===== src/verilog/uwet_map.vh =====
// Register map and field constants for the wakeup and trigger block
`ifndef UWET_MAP_VH
`define UWET_MAP_VH
`define UWET_ADDR_RESUME 4'h0
`define UWET_ADDR_TRIG 4'h4
`define UWET_ADDR_EP_STATE 4'h8
`define UWET_RESUME_RESET 8'h00
`define UWET_TRIG_RESET 8'h00
`define UWET_BIT_DVR 0
`define UWET_BIT_RWU 1
`define UWET_BIT_SETUP_DONE 0
`define UWET_BIT_CIN_RDY 1
`define UWET_BIT_COUT_DONE 2
`define UWET_BIT_EP3_RDY 3
`define UWET_BIT_EP1_RDY 4
`define UWET_BIT_EP2_DONE 5
`define UWET_RESP_OKAY 2'b00
`define UWET_RESP_SLVERR 2'b10
`endif


===== src/verilog/uwet_wakeup.v =====
// Remote-wakeup status tracking and resume pulse
`default_nettype none
module uwet_wakeup (
  input wire clk_i,
  input wire rst_b_i,
  input wire set_feature_rwu_i,
  input wire clear_feature_rwu_i,
  input wire resume_wr_i,
  input wire suspended_i,
  output reg remote_wakeup_allowed_o,
  output reg device_resume_request_o
);
  always @(posedge clk_i) begin
    if (!rst_b_i) begin
      remote_wakeup_allowed_o <= 1'b0;
      device_resume_request_o <= 1'b0;
    end else begin
      // Set_Feature wins if both arrive together
      if (set_feature_rwu_i) begin
        remote_wakeup_allowed_o <= 1'b1;
      end else if (clear_feature_rwu_i) begin
        remote_wakeup_allowed_o <= 1'b0;
      end
      // Pulse only when suspended; clock is assumed running by then
      device_resume_request_o <= resume_wr_i & suspended_i;
    end
  end
endmodule // uwet_wakeup
`default_nettype wire


===== src/verilog/uwet_setup_gate.v =====
// Data-stage NAK gate held after setup until software reads the command
`default_nettype none
module uwet_setup_gate (
  input wire clk_i,
  input wire rst_b_i,
  input wire setup_received_i,
  input wire setup_read_done_i,
  output reg data_stage_nak_o
);
  always @(posedge clk_i) begin
    if (!rst_b_i) begin
      data_stage_nak_o <= 1'b0;
    end else if (setup_received_i) begin
      // New setup re-arms the NAK even in the same cycle as the release
      data_stage_nak_o <= 1'b1;
    end else if (setup_read_done_i) begin
      data_stage_nak_o <= 1'b0;
    end
  end
endmodule // uwet_setup_gate
`default_nettype wire


===== src/verilog/uwet_top.v =====
// AXI4-Lite register block for remote wakeup and endpoint FIFO triggers
//
// The register offsets and register access over AXI4-Lite were left to the implementer.
`default_nettype none
`include "uwet_map.vh"
module uwet_top (
  input wire clk_i,
  input wire rst_b_i,
  input wire [3:0] s_axi_awaddr,
  input wire s_axi_awvalid,
  output wire s_axi_awready,
  input wire [31:0] s_axi_wdata,
  input wire [3:0] s_axi_wstrb,
  input wire s_axi_wvalid,
  output wire s_axi_wready,
  output reg [1:0] s_axi_bresp,
  output reg s_axi_bvalid,
  input wire s_axi_bready,
  input wire [3:0] s_axi_araddr,
  input wire s_axi_arvalid,
  output wire s_axi_arready,
  output reg [31:0] s_axi_rdata,
  output reg [1:0] s_axi_rresp,
  output reg s_axi_rvalid,
  input wire s_axi_rready,
  input wire set_feature_rwu_i,
  input wire clear_feature_rwu_i,
  input wire suspended_i,
  input wire setup_received_i,
  input wire ep1_active_sel_i,
  input wire ep2_active_sel_i,
  output wire remote_wakeup_allowed_o,
  output wire device_resume_request_o,
  output wire data_stage_nak_o,
  output reg [1:0] bulk_in_packet_ready_o,
  output reg [1:0] bulk_out_read_done_o,
  output reg third_in_packet_ready_o,
  output reg control_out_read_done_o,
  output reg control_in_packet_ready_o,
  output reg setup_read_done_o
);
  reg aw_held_q;
  reg [3:0] aw_addr_q;
  reg w_held_q;
  reg [31:0] w_data_q;
  reg [3:0] w_strb_q;
  reg resume_wr_q;
  wire do_write;
  wire [3:0] wr_addr;
  wire [7:0] wr_byte;
  wire wr_trig;
  wire [7:0] resume_rd;
  wire [7:0] state_rd;

  // Decode used by both write and read paths
  function mapped;
    input [3:0] a;
    begin
      mapped = (a == `UWET_ADDR_RESUME) || (a == `UWET_ADDR_TRIG) ||
               (a == `UWET_ADDR_EP_STATE);
    end
  endfunction

  assign s_axi_awready = !aw_held_q && !s_axi_bvalid;
  assign s_axi_wready = !w_held_q && !s_axi_bvalid;
  assign s_axi_arready = !s_axi_rvalid;
  assign wr_addr = aw_held_q ? aw_addr_q : s_axi_awaddr;
  assign do_write = (aw_held_q || (s_axi_awvalid && s_axi_awready)) &&
                    (w_held_q || (s_axi_wvalid && s_axi_wready));
  assign wr_byte = w_held_q ? (w_strb_q[0] ? w_data_q[7:0] : 8'h00) :
                   (s_axi_wstrb[0] ? s_axi_wdata[7:0] : 8'h00);
  assign wr_trig = do_write && (wr_addr == `UWET_ADDR_TRIG);

  always @(posedge clk_i) begin
    if (!rst_b_i) begin
      aw_held_q <= 1'b0;
      aw_addr_q <= 4'h0;
      w_held_q <= 1'b0;
      w_data_q <= 32'h0000_0000;
      w_strb_q <= 4'h0;
      s_axi_bvalid <= 1'b0;
      s_axi_bresp <= `UWET_RESP_OKAY;
    end else begin
      if (do_write) begin
        aw_held_q <= 1'b0;
        w_held_q <= 1'b0;
        s_axi_bvalid <= 1'b1;
        s_axi_bresp <= mapped(wr_addr) ? `UWET_RESP_OKAY :
                       `UWET_RESP_SLVERR;
      end else begin
        if (s_axi_awvalid && s_axi_awready) begin
          aw_held_q <= 1'b1;
          aw_addr_q <= s_axi_awaddr;
        end
        if (s_axi_wvalid && s_axi_wready) begin
          w_held_q <= 1'b1;
          w_data_q <= s_axi_wdata;
          w_strb_q <= s_axi_wstrb;
        end
        if (s_axi_bvalid && s_axi_bready) begin
          s_axi_bvalid <= 1'b0;
        end
      end
    end
  end

  // Triggers hold no state beyond a single-cycle pulse
  always @(posedge clk_i) begin
    if (!rst_b_i) begin
      resume_wr_q <= 1'b0;
      bulk_in_packet_ready_o <= 2'b00;
      bulk_out_read_done_o <= 2'b00;
      third_in_packet_ready_o <= 1'b0;
      control_out_read_done_o <= 1'b0;
      control_in_packet_ready_o <= 1'b0;
      setup_read_done_o <= 1'b0;
    end else begin
      resume_wr_q <= do_write && (wr_addr == `UWET_ADDR_RESUME) &&
                     wr_byte[`UWET_BIT_DVR];
      // Only the currently effective FIFO of each pair gets the pulse
      bulk_out_read_done_o <= (wr_trig && wr_byte[`UWET_BIT_EP2_DONE]) ?
        (ep2_active_sel_i ? 2'b10 : 2'b01) : 2'b00;
      bulk_in_packet_ready_o <= (wr_trig && wr_byte[`UWET_BIT_EP1_RDY]) ?
        (ep1_active_sel_i ? 2'b10 : 2'b01) : 2'b00;
      third_in_packet_ready_o <= wr_trig &&
                                 wr_byte[`UWET_BIT_EP3_RDY];
      control_in_packet_ready_o <= wr_trig &&
                                   wr_byte[`UWET_BIT_CIN_RDY];
      control_out_read_done_o <= wr_trig &&
                                 wr_byte[`UWET_BIT_COUT_DONE];
      setup_read_done_o <= wr_trig &&
                           wr_byte[`UWET_BIT_SETUP_DONE];
    end
  end

  uwet_wakeup u_wakeup (
    .clk_i(clk_i),
    .rst_b_i(rst_b_i),
    .set_feature_rwu_i(set_feature_rwu_i),
    .clear_feature_rwu_i(clear_feature_rwu_i),
    .resume_wr_i(resume_wr_q),
    .suspended_i(suspended_i),
    .remote_wakeup_allowed_o(remote_wakeup_allowed_o),
    .device_resume_request_o(device_resume_request_o)
  );

  uwet_setup_gate u_setup_gate (
    .clk_i(clk_i),
    .rst_b_i(rst_b_i),
    .setup_received_i(setup_received_i),
    .setup_read_done_i(setup_read_done_o),
    .data_stage_nak_o(data_stage_nak_o)
  );

  // Resume bit 0 and bits 7..2 always read zero
  assign resume_rd = {6'h00, remote_wakeup_allowed_o, 1'b0};
  assign state_rd = {5'h00, data_stage_nak_o, ep2_active_sel_i,
                     ep1_active_sel_i};

  always @(posedge clk_i) begin
    if (!rst_b_i) begin
      s_axi_rvalid <= 1'b0;
      s_axi_rdata <= 32'h0000_0000;
      s_axi_rresp <= `UWET_RESP_OKAY;
    end else if (s_axi_arvalid && s_axi_arready) begin
      s_axi_rvalid <= 1'b1;
      s_axi_rresp <= mapped(s_axi_araddr) ? `UWET_RESP_OKAY :
                     `UWET_RESP_SLVERR;
      case (s_axi_araddr)
        `UWET_ADDR_RESUME: begin
          s_axi_rdata <= {24'h00_0000, resume_rd};
        end
        `UWET_ADDR_EP_STATE: begin
          s_axi_rdata <= {24'h00_0000, state_rd};
        end
        default: begin
          s_axi_rdata <= 32'h0000_0000;
        end
      endcase
    end else if (s_axi_rvalid && s_axi_rready) begin
      s_axi_rvalid <= 1'b0;
    end
  end
endmodule // uwet_top
`default_nettype wire


===== config.mk =====
export PLATFORM = sky130hd
export DESIGN_NAME = uwet_top
export DESIGN_NICKNAME = d
export VERILOG_FILES = /design/src/verilog/uwet_wakeup.v /design/src/verilog/uwet_setup_gate.v /design/src/verilog/uwet_top.v
export VERILOG_INCLUDE_DIRS = /design/src /design/src/verilog
export SDC_FILE = /design/constraint.sdc
export NUM_CORES = 1
export LEC_CHECK = 0
export ABC_AREA = 1
export ABC_CLOCK_PERIOD_IN_PS = 2600
export BUFFER_PORTS_ARGS = -buffer_cell sky130_fd_sc_hd__buf_2
export CAP_MARGIN = 5
export CELL_PAD_IN_SITES_DETAIL_PLACEMENT = 1
export CELL_PAD_IN_SITES_GLOBAL_PLACEMENT = 2
export CORE_ASPECT_RATIO = 1.4
export CORE_MARGIN = 2
export CORE_UTILIZATION = 21
export CTS_CLUSTER_SIZE = 25
export DETAILED_ROUTE_END_ITERATION = 10
export PLACE_DENSITY_LB_ADDON = 0.1
export SETUP_SLACK_MARGIN = 0.4
export SLEW_MARGIN = 20
export SYNTH_ARGS = -nofsm -noshare
export SYNTH_HDL_FRONTEND = slang
export SYNTH_SLANG_ARGS = --single-unit

===== constraint.sdc =====
create_clock -name clk_i -period 2.6 [get_ports clk_i]
set_input_delay 0.52 -clock clk_i [delete_from_list [all_inputs] [get_ports clk_i]]
set_output_delay 0.52 -clock clk_i [all_outputs]
set_load 0.005 [all_outputs]

==> run_results.csv <==
group,metric,value,unit
placement,gp_congestion,0.661,
detailed_routing,first_iter_violations,40,
setup_path,end_kind,"primary output",
setup_path,cp-startpoint,"w_held_q$_SDFFE_PP0P_",
cts,cts_sinks,32,
cts,cts_htree_levels,2,
detailed_routing,post_drt_wl_per_cell,11.4,um
finish,antenna_cells,0,
detailed_routing,firstDrtPassIters,4,
synth,yosys-top-cells-area,"dfxtp_1 41%, buf_4 15%, nor2_1 12%, nand2_1 5.3%, o21ai_0 4.5%",
timing,hold_ws,0.423,ns
hold_path,hold_start,"ep1_active_sel_i",
finish,fin_util,26.0,%
setup_path,path_delay_family,"flip-flops",
setup_path,start_kind,"flip-flop",
cts,tritoncts,"built",
synth,synth_most_common_cell,"nor2_1",
job,cap_violations,0,
die,dieArea,8160,um^2
run_status,outcome,"finished, final reports clean",
setup_path,arrival,1.10,ns
synth,yosysTopAreaCell,"dfxtp_1",
hold_path,hold_path.class,"in -> reg",
timing,slew_viol_final,0,
timing,final-hold-violation-count,0,
pwr,vdd_drop_max,0.177,mV
timing,min_period,1.62,ns
cts,clk_pin_slew,0.07,ns
die,io_pins,109,
timing,finalSetupViolCount,0,
synth,yosysSeqAreaShare,41.0,%
cts,numCtsBuffers,5,
die,num_rows,37,
synth,avgSynthCellArea,7.41,um^2
finish,final_layout_size_suffix_gt1_share,28.4,%
setup_path,crit_slowest_cell,"dfxtp_1",
timing,clock-skew-final,0.00628,ns
detailed_routing,drc,0,
global_route,overflow,0,
synth,synth.cell_area,1560,um^2
die,die_w,76.9,um
global_route,antenna_found_initial,0,
detailed_routing,ant_nets,0,
pwr,p_leak,0.940,nW
cts,clockRootBuffer,"clkbuf_8",
placement,port_buffers,48,
synth,yosysWarnings,0,
global_route,grt_util_all_layers,10.8,%
pwr,powerDensity,596,nW/um^2
die,core_area,7270,um^2
setup_path,worstPathCellList,"nor2_1, buf_2",
cts,cts_setup_buffers,0,
detailed_routing,finalWirelength,4110,um
synth,synth-edff-count,0,
setup_path,timing.rr.start,"s_axi_bvalid$_SDFFE_PN0P_",
cts,cts_resized,0,
synth,synthCells,211,
detailed_routing,num_vias,1378,
die,die_h,106,um
synth,ys_ff_latch,32,
setup_path,path_class,"reg -> out",
placement,hpwlAfterDp,3290,um
timing,period_share,62.5,%
synth,synth_ff_type,"dfxtp_1",
global_route,grt_pass1_wl,6820,um
setup_path,max_stage_delay,0.54,ns
synth,synth_common_cells,"48 x nor2_1, 32 x dfxtp_1, 31 x buf_4, 22 x nand2_1, 15 x inv_1",
setup_path,path_buf_inv,1,
timing,max_freq,616,MHz
setup_path,cp.required,2.08,ns
cts,insertion_delay,0.29,ns
die,initial_core_util,21.5,%
global_route,grt_pass1_vias,1415,
finish,area_delta_synth_final,21.0,%
finish,nets,320,
synth,async_flop_share,0,%
cts,hold_buffers,0,
timing,fin_setup_tns,0,ns
synth,yosysUniqueCellTypes,23,
global_route,grt_max_degree,12,
detailed_routing,vias_per_cell,3.82,
synth,yosysTopAreaCellShare,41.0,%
setup_path,crit_fanout,8,
cts,clock_path_buffers,2,
timing,rsz0062_at_grt,"no",
[cell families after synthesis]
logic type | after synthesis | synth area share [%]
flip-flops | 32 | 41.0
other | 1 | 0.240
AND/OR/NAND/NOR | 96 | 27.8
buffers and inverters | 54 | 20.6
AO/OA/AOI/OAI | 28 | 10.5
[cells in the final DEF (no fill, tap or decap), drive strengths merged]
cell    instances
nor2           49
buf            49
dfxtp          32
conb           31
nand2          23
inv            20
o21ai          14
a21oi          12
nand3          10
clkbuf          6
nor3            6
or2             3
nand3b          3
o21a            2
nand4           2
clkinv          2
[routing by layer]
metal	global-route usage, %	part of all wire (%)	up-vias
li1	-	-	704
met1	11.6	40	615
met2	19.2	51	53
met3	2.55	6.2	6
met4	5.84	2.3	0
met5	0	0	-
[where the power goes]
part	switching (W)	internal [W]
Sequential	0.0000220	0.000521
Combinational	0.000114	0.0000688
Clock	0.000190	0.000211
[worst paths after layout]
check / end / slack (ns) / cells after the start
max reg2reg: w_data_q[4]$_SDFFE_PN0P_ / 1.26 / 5
min: bulk_in_packet_ready_o[0]$_SDFF_PN0_ / 0.42 / 2
max: s_axi_wready / 0.98 / 2
min reg2reg: u_wakeup.device_resume_request_o$_SDFF_PN0_ / 0.43 / 2
[area by class of cell]
class / instances / area, um^2
Clock inverter: 2 / 10.0
Timing Repair Buffer: 49 / 248
Sequential cell: 32 / 641
Inverter: 20 / 75.1
Clock buffer: 6 / 82.6
Tap cell: 97 / 121
Multi-Input combinational cell: 155 / 714
Fill cell: 943 / 5380
[sequential cells by signal, indices dropped and copies added (netlist names), 2 cells and up]
signal / count
aw_addr_q: 4
bulk_in_packet_ready_o: 2
bulk_out_read_done_o: 2
s_axi_rdata: 3
w_data_q: 6
[through the flow]
step	setup WS (ns)	cells	total power [W]	cell area, um^2
final	0.976	361	0.00113	1890
after global routing	0.911	361	0.00120	1890
after CTS	0.955	361	0.00115	1890
after detailed placement	1.10	353	0.000742	1800
after global placement	1.07	353	0.000741	1800
after floorplan	1.40	241	0.000699	1680
(Power assumes the default switching activity.)
